**src/rtl/bsc_pkg.sv**
```systemverilog
// Package of constants and types for the brake and stop selection control
package bsc_pkg;
  localparam int ADDR_W = 8;
  localparam int DATA_W = 16;
  // Register offsets
  localparam logic [7:0] OFS_DC_BRAKE = 8'h00;
  localparam logic [7:0] OFS_MOTOR = 8'h04;
  localparam logic [7:0] OFS_REGEN_SEL = 8'h08;
  localparam logic [7:0] OFS_SPEC_DUTY = 8'h0C;
  localparam logic [7:0] OFS_STOP_SEL = 8'h10;
  localparam logic [7:0] OFS_TERM_SEL = 8'h14;
  localparam logic [7:0] OFS_USER_GRP = 8'h18;
  localparam logic [7:0] OFS_STATUS = 8'h1C;
  localparam logic [7:0] OFS_MASK = 8'h20;
  localparam logic [7:0] OFS_STATE = 8'h24;
  // Reset values and limits
  localparam logic [15:0] RST_DC_BRAKE = 16'h0004;
  localparam logic [15:0] RST_STOP_SEL = 16'h270F;
  localparam logic [15:0] RST_TERM_SEL = 16'h0007;
  localparam logic [15:0] PCT_MAX = 16'h001E;
  localparam logic [15:0] PCT_2 = 16'h0002;
  localparam logic [15:0] PCT_4 = 16'h0004;
  localparam logic [4:0] FIXED_DUTY_3 = 5'h03;
  localparam logic [4:0] FIXED_DUTY_2 = 5'h02;
  localparam logic [15:0] STOP_DECEL_A = 16'h270F;
  localparam logic [15:0] STOP_DECEL_B = 16'h22B8;
  localparam logic [15:0] STOP_TIME_MAX = 16'h0064;
  localparam logic [15:0] STOP_OFS_LO = 16'h03E8;
  localparam logic [15:0] STOP_OFS_HI = 16'h044C;
  localparam logic [15:0] TERM_POS = 16'h0007;
  localparam logic [15:0] TERM_NEG = 16'h006B;
  localparam logic [15:0] REGEN_SEL_MAX = 16'h0001;
  // Status bit positions
  localparam int ST_ALARM = 0;
  localparam int ST_FAULT = 1;
  localparam int ST_SHUT = 2;
  localparam int ST_REFUSE = 3;
  localparam int ST_W = 4;
  // Alarm threshold as a ratio: on*20 >= duty*17 is 85 percent
  localparam logic [11:0] ALARM_NUM = 12'h011;
  localparam logic [11:0] ALARM_DEN = 12'h014;
  // Timing
  localparam int CLK_PERIOD_NS = 10;
  localparam int TICK_NS = 1000000;
  localparam int TICK_CYCLES = TICK_NS / CLK_PERIOD_NS;
  localparam logic [16:0] MS_PER_S = 17'h003E8;
  localparam int WIN_TICKS = 100;
  typedef enum logic [2:0] {
    ST_IDLE = 3'b000,
    ST_RUN = 3'b001,
    ST_DECEL = 3'b010,
    ST_DELAY = 3'b011,
    ST_COAST = 3'b100
  } bsc_state_t;
  typedef struct packed {
    logic alarm;
    logic fault;
  } bsc_duty_st_t;
endpackage

```
**src/rtl/bsc_coast_timer.sv**
```systemverilog
// Coast delay timer counting whole seconds on a millisecond tick
`timescale 1ns/10ps
module bsc_coast_timer (
  input wire logic clk_i,
  input wire logic rst_n_i,
  input wire logic tick_i,
  input wire logic start_i,
  input wire logic clear_i,
  input wire logic [6:0] sec_i,
  output logic done_o
);
  import bsc_pkg::*;
  logic busy_reg;
  logic [16:0] left_reg;
  // Clear wins over start so a reasserted run command always cancels
  always_ff @(posedge clk_i or negedge rst_n_i) begin
    if (!rst_n_i) begin
      busy_reg <= 1'b0;
      left_reg <= 17'h00000;
      done_o <= 1'b0;
    end else begin
      done_o <= 1'b0;
      if (clear_i) begin
        busy_reg <= 1'b0;
      end else if (start_i) begin
        busy_reg <= 1'b1;
        left_reg <= 17'({10'h000, sec_i} * MS_PER_S);
      end else if (busy_reg && left_reg == 17'h00000) begin
        busy_reg <= 1'b0;
        done_o <= 1'b1;
      end else if (busy_reg && tick_i) begin
        left_reg <= left_reg - 17'h00001;
      end
    end
  end
endmodule // bsc_coast_timer

```
**src/rtl/bsc_duty_monitor.sv**
```systemverilog
// Regenerative brake duty monitor over a fixed window of ticks, restarted at each window end
`timescale 1ns/10ps
module bsc_duty_monitor #(
  parameter int WIN = bsc_pkg::WIN_TICKS
) (
  input wire logic clk_i,
  input wire logic rst_n_i,
  input wire logic tick_i,
  input wire logic active_i,
  input wire logic [4:0] duty_i,
  output bsc_pkg::bsc_duty_st_t st_o
);
  import bsc_pkg::*;
  if (WIN != 100) begin : g_chk
    $error("Window must be 100 ticks so a tick count equals a percent");
  end
  logic [6:0] win_reg;
  logic [6:0] on_reg;
  wire win_end = tick_i && (win_reg == 7'(WIN - 1));
  wire duty_on = duty_i != 5'h00;
  wire alarm_hit = duty_on && ({5'h00, on_reg} * ALARM_DEN >= {7'h00, duty_i} * ALARM_NUM);
  wire fault_hit = duty_on && (on_reg >= {2'b00, duty_i});
  // Fault is sticky until reset; alarm follows the current window
  always_ff @(posedge clk_i or negedge rst_n_i) begin
    if (!rst_n_i) begin
      win_reg <= 7'h00;
      on_reg <= 7'h00;
      st_o <= '0;
    end else begin
      if (tick_i) begin
        win_reg <= win_end ? 7'h00 : win_reg + 7'h01;
        on_reg <= win_end ? 7'h00 : on_reg + {6'h00, active_i};
      end
      st_o.alarm <= alarm_hit;
      st_o.fault <= st_o.fault | fault_hit;
    end
  end
endmodule // bsc_duty_monitor

```
**src/rtl/bsc_top.sv**
```systemverilog
// Brake voltage, regenerative duty and stop selection control
`timescale 1ns/10ps
module bsc_top #(
  parameter int TICK_CYCLES = bsc_pkg::TICK_CYCLES
) (
  input wire logic CLOCK_I,
  input wire logic RESET_N_I,
  input wire logic [bsc_pkg::ADDR_W-1:0] ADDR_I,
  input wire logic [bsc_pkg::DATA_W-1:0] WDATA_I,
  input wire logic WR_I,
  input wire logic RD_I,
  output logic [bsc_pkg::DATA_W-1:0] RDATA_O,
  input wire logic RATING_MID_I,
  input wire logic MODEL_DUTY2_I,
  input wire logic FORWARD_START_CMD_I,
  input wire logic REVERSE_START_CMD_I,
  input wire logic POWER_FAIL_STOP_I,
  input wire logic PANEL_STOP_I,
  input wire logic COMM_ERR_STOP_I,
  input wire logic MOTOR_STOPPED_I,
  input wire logic REGEN_ACTIVE_I,
  output logic OUTPUT_ENABLE_O,
  output logic RUN_STATUS_O,
  output logic DECEL_REQ_O,
  output logic FREQ_FOLLOW_O,
  output logic RESTART_START_FREQ_O,
  output logic REGEN_DUTY_ALARM_OUT_O,
  output logic REGEN_DUTY_PANEL_INDICATION_O,
  output logic REGEN_OVERVOLTAGE_FAULT_O,
  output logic OPEN_COLLECTOR_OUTPUT_TERMINAL_O,
  output logic IRQ_O
);
  import bsc_pkg::*;
  if (TICK_CYCLES < 2) begin : g_chk
    $error("TICK_CYCLES must be at least 2");
  end

  // Motor class decode, used for old and new code alike
  function automatic logic is_std(input logic [15:0] c);
    return c == 16'h0000 || (c >= 16'h0003 && c <= 16'h0006) || c == 16'h0017 ||
      c == 16'h0018 || c == 16'h0028 || c == 16'h002B || c == 16'h002C;
  endfunction
  function automatic logic is_ct(input logic [15:0] c);
    return c == 16'h0001 || (c >= 16'h000D && c <= 16'h0010) || c == 16'h0032 ||
      c == 16'h0035 || c == 16'h0036;
  endfunction

  logic [15:0] dc_brake_voltage_setting_reg;
  logic [15:0] applied_motor_select_reg;
  logic [15:0] regen_function_select_reg;
  logic [15:0] special_regen_duty_reg;
  logic [15:0] stop_method_select_reg;
  logic [15:0] output_terminal_function_select_reg;
  logic [15:0] user_group_read_select_reg;
  logic [ST_W-1:0] status_reg;
  logic [ST_W-1:0] mask_reg;
  bsc_state_t state_reg;
  bsc_state_t state_next;
  logic start_q_reg;
  logic [31:0] tick_cnt_reg;
  logic tick_reg;
  logic alarm_q_reg;
  bsc_duty_st_t duty_st;
  logic timer_done;

  // Bus decode
  wire wr_brake = WR_I && ADDR_I == OFS_DC_BRAKE;
  wire wr_motor = WR_I && ADDR_I == OFS_MOTOR;
  wire wr_rsel = WR_I && ADDR_I == OFS_REGEN_SEL;
  wire wr_duty = WR_I && ADDR_I == OFS_SPEC_DUTY;
  wire wr_stop = WR_I && ADDR_I == OFS_STOP_SEL;
  wire wr_term = WR_I && ADDR_I == OFS_TERM_SEL;
  wire wr_ugrp = WR_I && ADDR_I == OFS_USER_GRP;
  wire wr_mask = WR_I && ADDR_I == OFS_MASK;
  wire rd_stat = RD_I && ADDR_I == OFS_STATUS;
  wire unlocked = user_group_read_select_reg == 16'h0000;

  // Acceptance of each guarded setting
  wire wd_pct = WDATA_I <= PCT_MAX;
  wire wd_stop = WDATA_I <= STOP_TIME_MAX || WDATA_I == STOP_DECEL_A ||
    WDATA_I == STOP_DECEL_B || (WDATA_I >= STOP_OFS_LO && WDATA_I <= STOP_OFS_HI);
  wire ok_brake = wr_brake && unlocked && wd_pct;
  wire ok_rsel = wr_rsel && unlocked && WDATA_I <= REGEN_SEL_MAX;
  wire ok_duty = wr_duty && unlocked && wd_pct;
  wire ok_stop = wr_stop && unlocked && wd_stop;
  wire refused = (wr_brake && !ok_brake) || (wr_rsel && !ok_rsel) ||
    (wr_duty && !ok_duty) || (wr_stop && !ok_stop);

  // Automatic brake voltage follow-up on motor class change
  wire to_ct = RATING_MID_I && dc_brake_voltage_setting_reg == PCT_4 &&
    is_std(applied_motor_select_reg) && is_ct(WDATA_I);
  wire to_std = RATING_MID_I && dc_brake_voltage_setting_reg == PCT_2 &&
    is_ct(applied_motor_select_reg) && is_std(WDATA_I);

  // Settings register file
  always_ff @(posedge CLOCK_I or negedge RESET_N_I) begin
    if (!RESET_N_I) begin
      dc_brake_voltage_setting_reg <= RST_DC_BRAKE;
      applied_motor_select_reg <= 16'h0000;
      regen_function_select_reg <= 16'h0000;
      special_regen_duty_reg <= 16'h0000;
      stop_method_select_reg <= RST_STOP_SEL;
      output_terminal_function_select_reg <= RST_TERM_SEL;
      user_group_read_select_reg <= 16'h0000;
      mask_reg <= '0;
    end else begin
      if (ok_brake) dc_brake_voltage_setting_reg <= WDATA_I;
      else if (wr_motor && to_ct) dc_brake_voltage_setting_reg <= PCT_2;
      else if (wr_motor && to_std) dc_brake_voltage_setting_reg <= PCT_4;
      if (wr_motor) applied_motor_select_reg <= WDATA_I;
      if (ok_rsel) regen_function_select_reg <= WDATA_I;
      if (ok_duty) special_regen_duty_reg <= WDATA_I;
      if (ok_stop) stop_method_select_reg <= WDATA_I;
      if (wr_term) output_terminal_function_select_reg <= WDATA_I;
      if (wr_ugrp) user_group_read_select_reg <= WDATA_I;
      if (wr_mask) mask_reg <= WDATA_I[ST_W-1:0];
    end
  end

  // Effective duty: fixed per model when select is 0
  wire [4:0] fixed_duty = MODEL_DUTY2_I ? FIXED_DUTY_2 : FIXED_DUTY_3;
  wire [4:0] duty_eff = regen_function_select_reg == 16'h0000 ?
    fixed_duty : special_regen_duty_reg[4:0];

  // Millisecond time base shared by duty window and coast timer
  always_ff @(posedge CLOCK_I or negedge RESET_N_I) begin
    if (!RESET_N_I) begin
      tick_cnt_reg <= 32'h00000000;
      tick_reg <= 1'b0;
    end else begin
      tick_reg <= tick_cnt_reg == 32'(TICK_CYCLES - 1);
      tick_cnt_reg <= tick_cnt_reg == 32'(TICK_CYCLES - 1) ? 32'h00000000 :
        tick_cnt_reg + 32'h00000001;
    end
  end

  bsc_duty_monitor u_duty (
    .clk_i(CLOCK_I),
    .rst_n_i(RESET_N_I),
    .tick_i(tick_reg),
    .active_i(REGEN_ACTIVE_I),
    .duty_i(duty_eff),
    .st_o(duty_st)
  );

  // Stop selection decode
  wire start = FORWARD_START_CMD_I || REVERSE_START_CMD_I;
  wire start_fall = start_q_reg && !start;
  wire override = POWER_FAIL_STOP_I || PANEL_STOP_I || COMM_ERR_STOP_I;
  wire sel_decel = stop_method_select_reg == STOP_DECEL_A ||
    stop_method_select_reg == STOP_DECEL_B;
  wire [15:0] delay_full = stop_method_select_reg >= STOP_OFS_LO ?
    stop_method_select_reg - STOP_OFS_LO : stop_method_select_reg;
  wire [6:0] delay_s = delay_full[6:0];
  wire decel_path = sel_decel || override;
  wire fault = duty_st.fault;
  wire timer_start = state_reg == ST_RUN && start_fall && !decel_path && !fault;
  wire timer_clear = start || override;
  wire shutoff = state_next == ST_COAST && state_reg != ST_COAST;

  // Run sequence; the alarm is deliberately not an input here
  always_comb begin
    state_next = state_reg;
    case (state_reg)
      ST_IDLE: if (start && !fault) state_next = ST_RUN;
      ST_RUN: begin
        if (fault) state_next = ST_COAST;
        else if (start_fall && decel_path) state_next = ST_DECEL;
        else if (start_fall) state_next = ST_DELAY;
      end
      ST_DECEL: begin
        if (fault) state_next = ST_COAST;
        else if (start && !override) state_next = ST_RUN;
        else if (MOTOR_STOPPED_I) state_next = ST_IDLE;
      end
      ST_DELAY: begin
        if (fault) state_next = ST_COAST;
        else if (override) state_next = ST_DECEL;
        else if (start) state_next = ST_RUN;
        else if (timer_done) state_next = ST_COAST;
      end
      ST_COAST: begin
        if (start && !fault) state_next = ST_RUN;
        else if (MOTOR_STOPPED_I) state_next = ST_IDLE;
      end
      default: state_next = ST_IDLE;
    endcase
  end

  bsc_coast_timer u_timer (
    .clk_i(CLOCK_I),
    .rst_n_i(RESET_N_I),
    .tick_i(tick_reg),
    .start_i(timer_start),
    .clear_i(timer_clear),
    .sec_i(delay_s),
    .done_o(timer_done)
  );

  // Panel indication off in plain resistor mode
  wire panel_ind = duty_st.alarm && regen_function_select_reg != 16'h0000;
  wire term_val = output_terminal_function_select_reg == TERM_POS ? duty_st.alarm :
    output_terminal_function_select_reg == TERM_NEG ? !duty_st.alarm : 1'b0;
  wire [ST_W-1:0] ev = {refused, shutoff, fault && !REGEN_OVERVOLTAGE_FAULT_O,
    duty_st.alarm && !alarm_q_reg};

  // State, outputs and sticky status; a new event wins over a read clear
  always_ff @(posedge CLOCK_I or negedge RESET_N_I) begin
    if (!RESET_N_I) begin
      state_reg <= ST_IDLE;
      start_q_reg <= 1'b0;
      alarm_q_reg <= 1'b0;
      status_reg <= '0;
      OUTPUT_ENABLE_O <= 1'b0;
      RUN_STATUS_O <= 1'b0;
      DECEL_REQ_O <= 1'b0;
      FREQ_FOLLOW_O <= 1'b0;
      RESTART_START_FREQ_O <= 1'b0;
      REGEN_DUTY_ALARM_OUT_O <= 1'b0;
      REGEN_DUTY_PANEL_INDICATION_O <= 1'b0;
      REGEN_OVERVOLTAGE_FAULT_O <= 1'b0;
      OPEN_COLLECTOR_OUTPUT_TERMINAL_O <= 1'b0;
    end else begin
      state_reg <= state_next;
      start_q_reg <= start;
      alarm_q_reg <= duty_st.alarm;
      status_reg <= (rd_stat ? '0 : status_reg) | ev;
      OUTPUT_ENABLE_O <= state_next inside {ST_RUN, ST_DECEL, ST_DELAY};
      RUN_STATUS_O <= state_next inside {ST_RUN, ST_DECEL, ST_DELAY};
      DECEL_REQ_O <= state_next == ST_DECEL;
      FREQ_FOLLOW_O <= state_next inside {ST_RUN, ST_DELAY};
      RESTART_START_FREQ_O <= state_reg == ST_COAST && state_next == ST_RUN;
      REGEN_DUTY_ALARM_OUT_O <= duty_st.alarm;
      REGEN_DUTY_PANEL_INDICATION_O <= panel_ind;
      REGEN_OVERVOLTAGE_FAULT_O <= fault;
      OPEN_COLLECTOR_OUTPUT_TERMINAL_O <= term_val;
    end
  end

  // Read mux; unmapped addresses read zero
  wire [15:0] rd_mux =
    ADDR_I == OFS_DC_BRAKE ? dc_brake_voltage_setting_reg :
    ADDR_I == OFS_MOTOR ? applied_motor_select_reg :
    ADDR_I == OFS_REGEN_SEL ? regen_function_select_reg :
    ADDR_I == OFS_SPEC_DUTY ? special_regen_duty_reg :
    ADDR_I == OFS_STOP_SEL ? stop_method_select_reg :
    ADDR_I == OFS_TERM_SEL ? output_terminal_function_select_reg :
    ADDR_I == OFS_USER_GRP ? user_group_read_select_reg :
    ADDR_I == OFS_STATUS ? {12'h000, status_reg} :
    ADDR_I == OFS_MASK ? {12'h000, mask_reg} :
    ADDR_I == OFS_STATE ? {13'h0000, state_reg} : 16'h0000;

  // Read data stand only in the cycle after the strobe
  always_ff @(posedge CLOCK_I or negedge RESET_N_I) begin
    if (!RESET_N_I) RDATA_O <= 16'h0000;
    else RDATA_O <= RD_I ? rd_mux : 16'h0000;
  end

  assign IRQ_O = |(status_reg & mask_reg);
endmodule // bsc_top

```
**config.mk**
```make
export PLATFORM = sky130hd
export DESIGN_NAME = bsc_top
export DESIGN_NICKNAME = d
export VERILOG_FILES = /design/src/rtl/bsc_pkg.sv /design/src/rtl/bsc_coast_timer.sv /design/src/rtl/bsc_duty_monitor.sv /design/src/rtl/bsc_top.sv
export SDC_FILE = /design/constraint.sdc
export NUM_CORES = 1
export LEC_CHECK = 0
export ABC_CLOCK_PERIOD_IN_PS = 10550
export BUFFER_PORTS_ARGS = -buffer_cell sky130_fd_sc_hd__buf_2
export CORE_ASPECT_RATIO = 0.6
export CORE_MARGIN = 2
export CORE_UTILIZATION = 55
export DETAILED_ROUTE_END_ITERATION = 8
export PLACE_DENSITY = 0.73
export SLEW_MARGIN = 20
export SYNTH_ARGS = -nofsm -noshare
export SYNTH_HDL_FRONTEND = slang
export SYNTH_SLANG_ARGS = --single-unit
export TNS_END_PERCENT = 100
```
**constraint.sdc**
```tcl
create_clock -name CLOCK_I -period 10.55 [get_ports CLOCK_I]
set_clock_uncertainty 0.2 [all_clocks]
set_input_delay 0.5275 -clock CLOCK_I [delete_from_list [all_inputs] [get_ports CLOCK_I]]
set_output_delay 0.5275 -clock CLOCK_I [all_outputs]
set_load 0.005 [all_outputs]
```
# Yosys cells after proc, flatten, opt, wreduce, memory -nomap -nowiden
# Index checks and enable logic that the tools add are counted.
[totals]
out_inout_bits = 26
in_bits = 37
regBits = 216
latch_bits = 0
memories = 0
elab_cells = 259
romBits = 0
ram_bits = 0
[op_classes]
mux = 45
n_mul = 3
n_addsub = 5
n_eq_ne = 47
reduce_logical = 110
bitwise = 4
order_cmp = 16
n_shift = 0
div = 0
[op_table]
columns = ["operator", "count"]
rows = [
  ["$eq 16x6->1 const B", 12],
  ["$mux 16", 11],
  ["$eq 16x14->1 const B", 4],
  ["$eq 16x5->1 const B", 4],
  ["$logic_not 16->1", 4],
  ["$logic_and 1x1->1", 51],
  ["$mux 17", 3],
  ["$le 16x5->1 const B", 3],
  ["$mux 3", 13],
  ["$add 32x1->32 const B", 1],
  ["$eq 16x1->1 const B", 2],
  ["$eq 16x3->1 const B", 2],
  ["$eq 32x17->1 const B", 1],
  ["$eq 8x5->1 const B", 4],
  ["$ge 16x10->1 const B", 2],
  ["$ge 16x2->1 const B", 2],
  ["$ge 16x4->1 const B", 2],
  ["$le 16x3->1 const B", 2],
  ["$logic_or 1x1->1", 32],
  ["$mux 32", 1],
  ["$mux 7", 3],
  ["$logic_not 17->1", 1],
  ["$sub 17x1->17 const B", 1],
  ["$eq 16x2->1 const B", 1],
  ["other kinds (38)", 68],
]

# Longest topological paths before layout
[logic_depth]
depth_word = 13
depth_mapped = 18
depth_no_buf = 18

# Modules after synthesis
# A second synthesis with hierarchy kept.
[hier_totals]
hier_cells = 1204
area_unflattened_um2 = 12518.3
[by_module_without_submodules]
columns = ["module", "seq_area_each_um2", "instances", "cells_per_inst", "area_per_inst_um2"]
rows = [
  ["bsc_top", 4544.4, 1, 808, 8821.0],
  ["bsc_coast_timer", 475.5, 1, 261, 2368.5],
  ["bsc_duty_monitor", 400.4, 1, 135, 1328.8],
]

# Worst setup path after synthesis
# OpenSTA, ideal clock, no wires.
[synth_timing]
path_kind = "register to register"
startpoint = "register stop_method_select_reg[12]"
endpoint = "register u_timer.left_reg[15]"
t_arrival_ns = 4.759
n_path_buf = 0
setup_slack_ns = 5.448
required_ns = 10.206
period_less_slack_ns = 5.102
setup_time_ns = 0.144
path_stages_with_launch = 18
path_cell_list = "dfrtp_1 > or3_1 > nor4_1 > o21ai_1 > mux2i_1 > xor2_1 > fa_1 > inv_1 > fa_1 > fa_1 > inv_1 > ha_1 > o21ai_0 > o21ai_0 > a211o_1 > a31oi_1 > xor2_1 > a32oi_1"
[synth_between]
elab_chain_len = 8
elab_cells_between_ends = 14
cone_classes = "mul (1); order compare (1); eq/ne (3); mux (2); reduce/logical (7)"
[synth_lines]
columns = ["item", "line_no", "text"]
rows = [
  ["from (decl)", "bsc_top.sv:52", "logic [15:0] stop_method_select_reg;"],
  ["from (signal assigned)", "bsc_top.sv:102", "stop_method_select_reg <= RST_STOP_SEL;"],
  ["from (signal assigned)", "bsc_top.sv:113", "if (ok_stop) stop_method_select_reg <= WDATA_I;"],
  ["parallel branches: the longest is 8 deep, another holds $ge 16x10->1", "-", ""],
  ["to (signal assigned)", "bsc_coast_timer.sv:27", "left_reg <= 17'({10'h000, sec_i} * MS_PER_S);"],
  ["to (signal assigned)", "bsc_coast_timer.sv:32", "left_reg <= left_reg - 17'h00001;"],
  ["to (decl)", "bsc_coast_timer.sv:14", "logic [16:0] left_reg;"],
]
# Parallel ways; which one is timed is not known.
# A chain may end at the register's enable or synchronous reset.

# Final worst setup path
# Ends and elaborated chain as after synthesis.

==> run metrics <==
status finished clean; port buffer count 62; routed wl met3 between 3000 and 4000 µm; P_sw ~420 µW; FP Rows 42; part of the power in combinational logic about 5.4%; Worst-Skew Late Latency approximately 0.5 ns; Total Wirelength between 30000 and 40000 µm; drt initial violations 1194; ys flop type dfrtp_1; 1st-pass router iterations 8; CP endpoint kind register; CTS HTree Levels 1; fin crit share between 50% and 60%; CTS tree done; Critical R2R Capture u_timer.left_reg[15]; CP Launch Type register; # Post-CTS Setup Buffers 0; flop-to-flop setup slack between 4 and 5 ns; remaining antenna violation count after routing 0; Ys Warns 0; Seq pwr share ~49%; clock network power share 46.1%; flops & latches, synth around 220; Slew Viols, Final 0; post-synth cell types 82; first-pass GRT wire length around 52000 µm; post-CTS sizing 0; initial antenna violation count 0; Die Y-Extent 120 µm; grt ovf 0; non-filler cells, final between 1500 and 2000; Setup violations, final 0; number of global-route vias before repair 9059; antenna cell count 0; CP max FO 7; Placed Cells incl. Taps 1504; # IOs 63; EDFF count, synth 0; syn nets 1315; Initial Util a little under three fifths; Area Overhead vs Synth 10.7%; CTS Buf Count 22; worst-margin pin slew between 1 and 1.5 ns; Critical Path AT a little under 6 ns; Avg Inst Size Synth between 10 and 15 µm²; post-route minimum period between 5 and 6 ns; Layout fillers approximately 1800; WL met1 ~16000 µm; Mapped Area around 12000 µm²; Clock Path Buffers 3; layout cells sized above 1 16.2%; pre-CTS WS between 4 and 5 ns; switch share around a quarter; chip width ~200 µm; max FFs per register 32; Via density 6.28; RSZ-0062 raised after global routing false; reg2reg path depth 17; maximum VDD drop roughly 0.11 mV; CP endpoint u_timer.left_reg[15]; slew margin rel. a little over a fifth; Avg WL per Cell approximately 21 µm; Total Die Area around 24000 µm²; Reg2Reg Launch Point stop_method_select_reg[12]; Final HPWL DP 24200 µm; most frequent cells in the layout 204 x dfrtp_1, 85 x nand2_1, 72 x nor2_1; critical path type reg2reg; CTS clk-pin slew, worst paths about 0.070 ns; core area 22000 µm²; Total GRT Usage ~28%; cts hold-fix bufs 1; sequential-to-total area share from yosys stat a little over two fifths; Internal 1340 µW; Critical Path Source stop_method_select_reg[12]; Required @ worst endpoint 10.73 ns; largest net degree at the start of global routing 77; Syn Inst Count approximately 1200; Hold Crit Class in2reg; hold_ws approximately 0.14 ns; DRC viols 0; setup ws final 4.89 ns; leading cell type in the layout, fill and taps excluded dfrtp_1; leakage around 0.0064 µW; Top Metal Used met4; # nets final between 1000 and 1500; via count ~9700; met2 WL 12300 µm; GP Congestion approximately 0.96; root buf cell clkbuf_16; Hold Violations, Final 0; Max Cap Viol 0; Clock Sinks between 200 and 250; fmax roughly 180 MHz; PwrDens roughly 130 nW/µm²; setup_tns 0 ns; ys async rst share 100%
synthesized netlist by cell type, types with 4 or more instances:
library cell | n | area [µm²]
o21a_1 | 4 | 30.0
nor2b_1 | 53 | 332
o2111ai_1 | 10 | 87.6
dfstp_2 | 12 | 315
and2_1 | 12 | 75.1
o211ai_1 | 6 | 45.0
a211oi_1 | 8 | 60.1
or3_1 | 8 | 50.1
and3_1 | 10 | 62.6
xnor2_1 | 31 | 272
xor2_1 | 35 | 307
nand4b_1 | 4 | 35.0
a31oi_1 | 7 | 43.8
nand3b_1 | 9 | 67.6
ha_1 | 68 | 851
nand2_1 | 85 | 319
a21boi_0 | 5 | 37.5
inv_1 | 63 | 236
o22ai_1 | 4 | 25.0
a21oi_1 | 26 | 130
nor3_1 | 25 | 125
nand4_1 | 27 | 169
fa_1 | 17 | 340
a221oi_1 | 4 | 35.0
dfrtp_1 | 204 | 5100
or4_1 | 10 | 75.1
clkbuf_1 | 36 | 135
o2bb2ai_1 | 6 | 52.6
o22a_1 | 4 | 35.0
a21o_1 | 10 | 75.1
nor4_1 | 26 | 163
o21ai_0 | 55 | 275
a22oi_1 | 36 | 270
a32oi_1 | 4 | 35.0
mux2i_1 | 7 | 70.1
o31ai_1 | 4 | 30.0
nand3_1 | 31 | 155
nand2b_1 | 6 | 37.5
nor2_1 | 73 | 274
mux2_2 | 69 | 777
nor4b_1 | 12 | 105
a2111oi_0 | 5 | 43.8
worst min path at each step:
stage,from,endpoint,slack [ns],depth (start not counted)
after floorplan,RESET_N_I,DECEL_REQ_O,0.03,0
after global placement,alarm_q_reg,status_reg[0],0.23,1
after detailed placement,alarm_q_reg,status_reg[0],0.26,1
after CTS,WDATA_I[15],user_group_read_select_reg[15],0.13,2
after global routing,WDATA_I[15],output_terminal_function_select_reg[15],0.13,2
final,WDATA_I[15],user_group_read_select_reg[15],0.14,2
cell type report:
cell class / count / area, µm² / area share, %
Tap cell: 286 / 358 / 2.62
Timing Repair Buffer: 69 / 375 / 2.75
Clock buffer: 29 / 618 / 4.53
Inverter: 63 / 236 / 1.73
Clock inverter: 11 / 125 / 0.917
Multi-Input combinational cell: 871 / 6510 / 47.7
Sequential cell: 216 / 5420 / 39.7
metrics by stage:
stage | util, % | area [µm²] | total power (µW)
floorplan | - | 12300 | 911
finish | 62.0 | 13600 | 1760
detailed placement | 58.5 | 12900 | 962
global route | 62.0 | 13600 | 1820
global placement | 58.5 | 12900 | 959
CTS | 61.9 | 13600 | 1770
power by group through the flow:
stage	registers, µW	clock network [µW]	logic (µW)
6_report	855	811	94.7
5_1_grt	855	858	104
4_1_cts	854	821	93.4
3_5_place_dp	869	0	92.7
3_3_place_gp	868	0	90.9
2_1_floorplan	863	0	47.6
logic make-up after synthesis:
family	count (synthesis)	synth area share, %
buffers and inverters	106	3.35
flip-flops	216	44.0
AND/OR/NAND/NOR	420	18.8
XOR/XNOR	66	4.69
multiplexers	77	6.96
AO/OA/AOI/OAI	223	12.6
adder cells (fa/ha/maj)	85	9.66
metal layers:
metal | vias to the layer above | track usage, %
met2 | 428 | 35.9
met1 | 4780 | 45.9
met5 | - | 0.654
met4 | 0 | 4.75
li1 | 4449 | -
met3 | 38 | 9.19
worst max-delay path, stage by stage, from the launching register on:
cell and delay [ns]:
dfrtp_1 0.40, or3_1 0.40, nor4_1 0.26, o21ai_1 0.24, mux2i_1 0.64, xor2_1 0.25, fa_1 0.55, inv_1 0.06
fa_1 0.52, fa_1 0.55, inv_1 0.04, ha_1 0.33, o21ai_0 0.15, o21ai_0 0.23, a211o_1 0.32, a31oi_1 0.19
xor2_1 0.16, a32oi_1 0.06
Note: power is estimated with default switching activity, not from simulation.
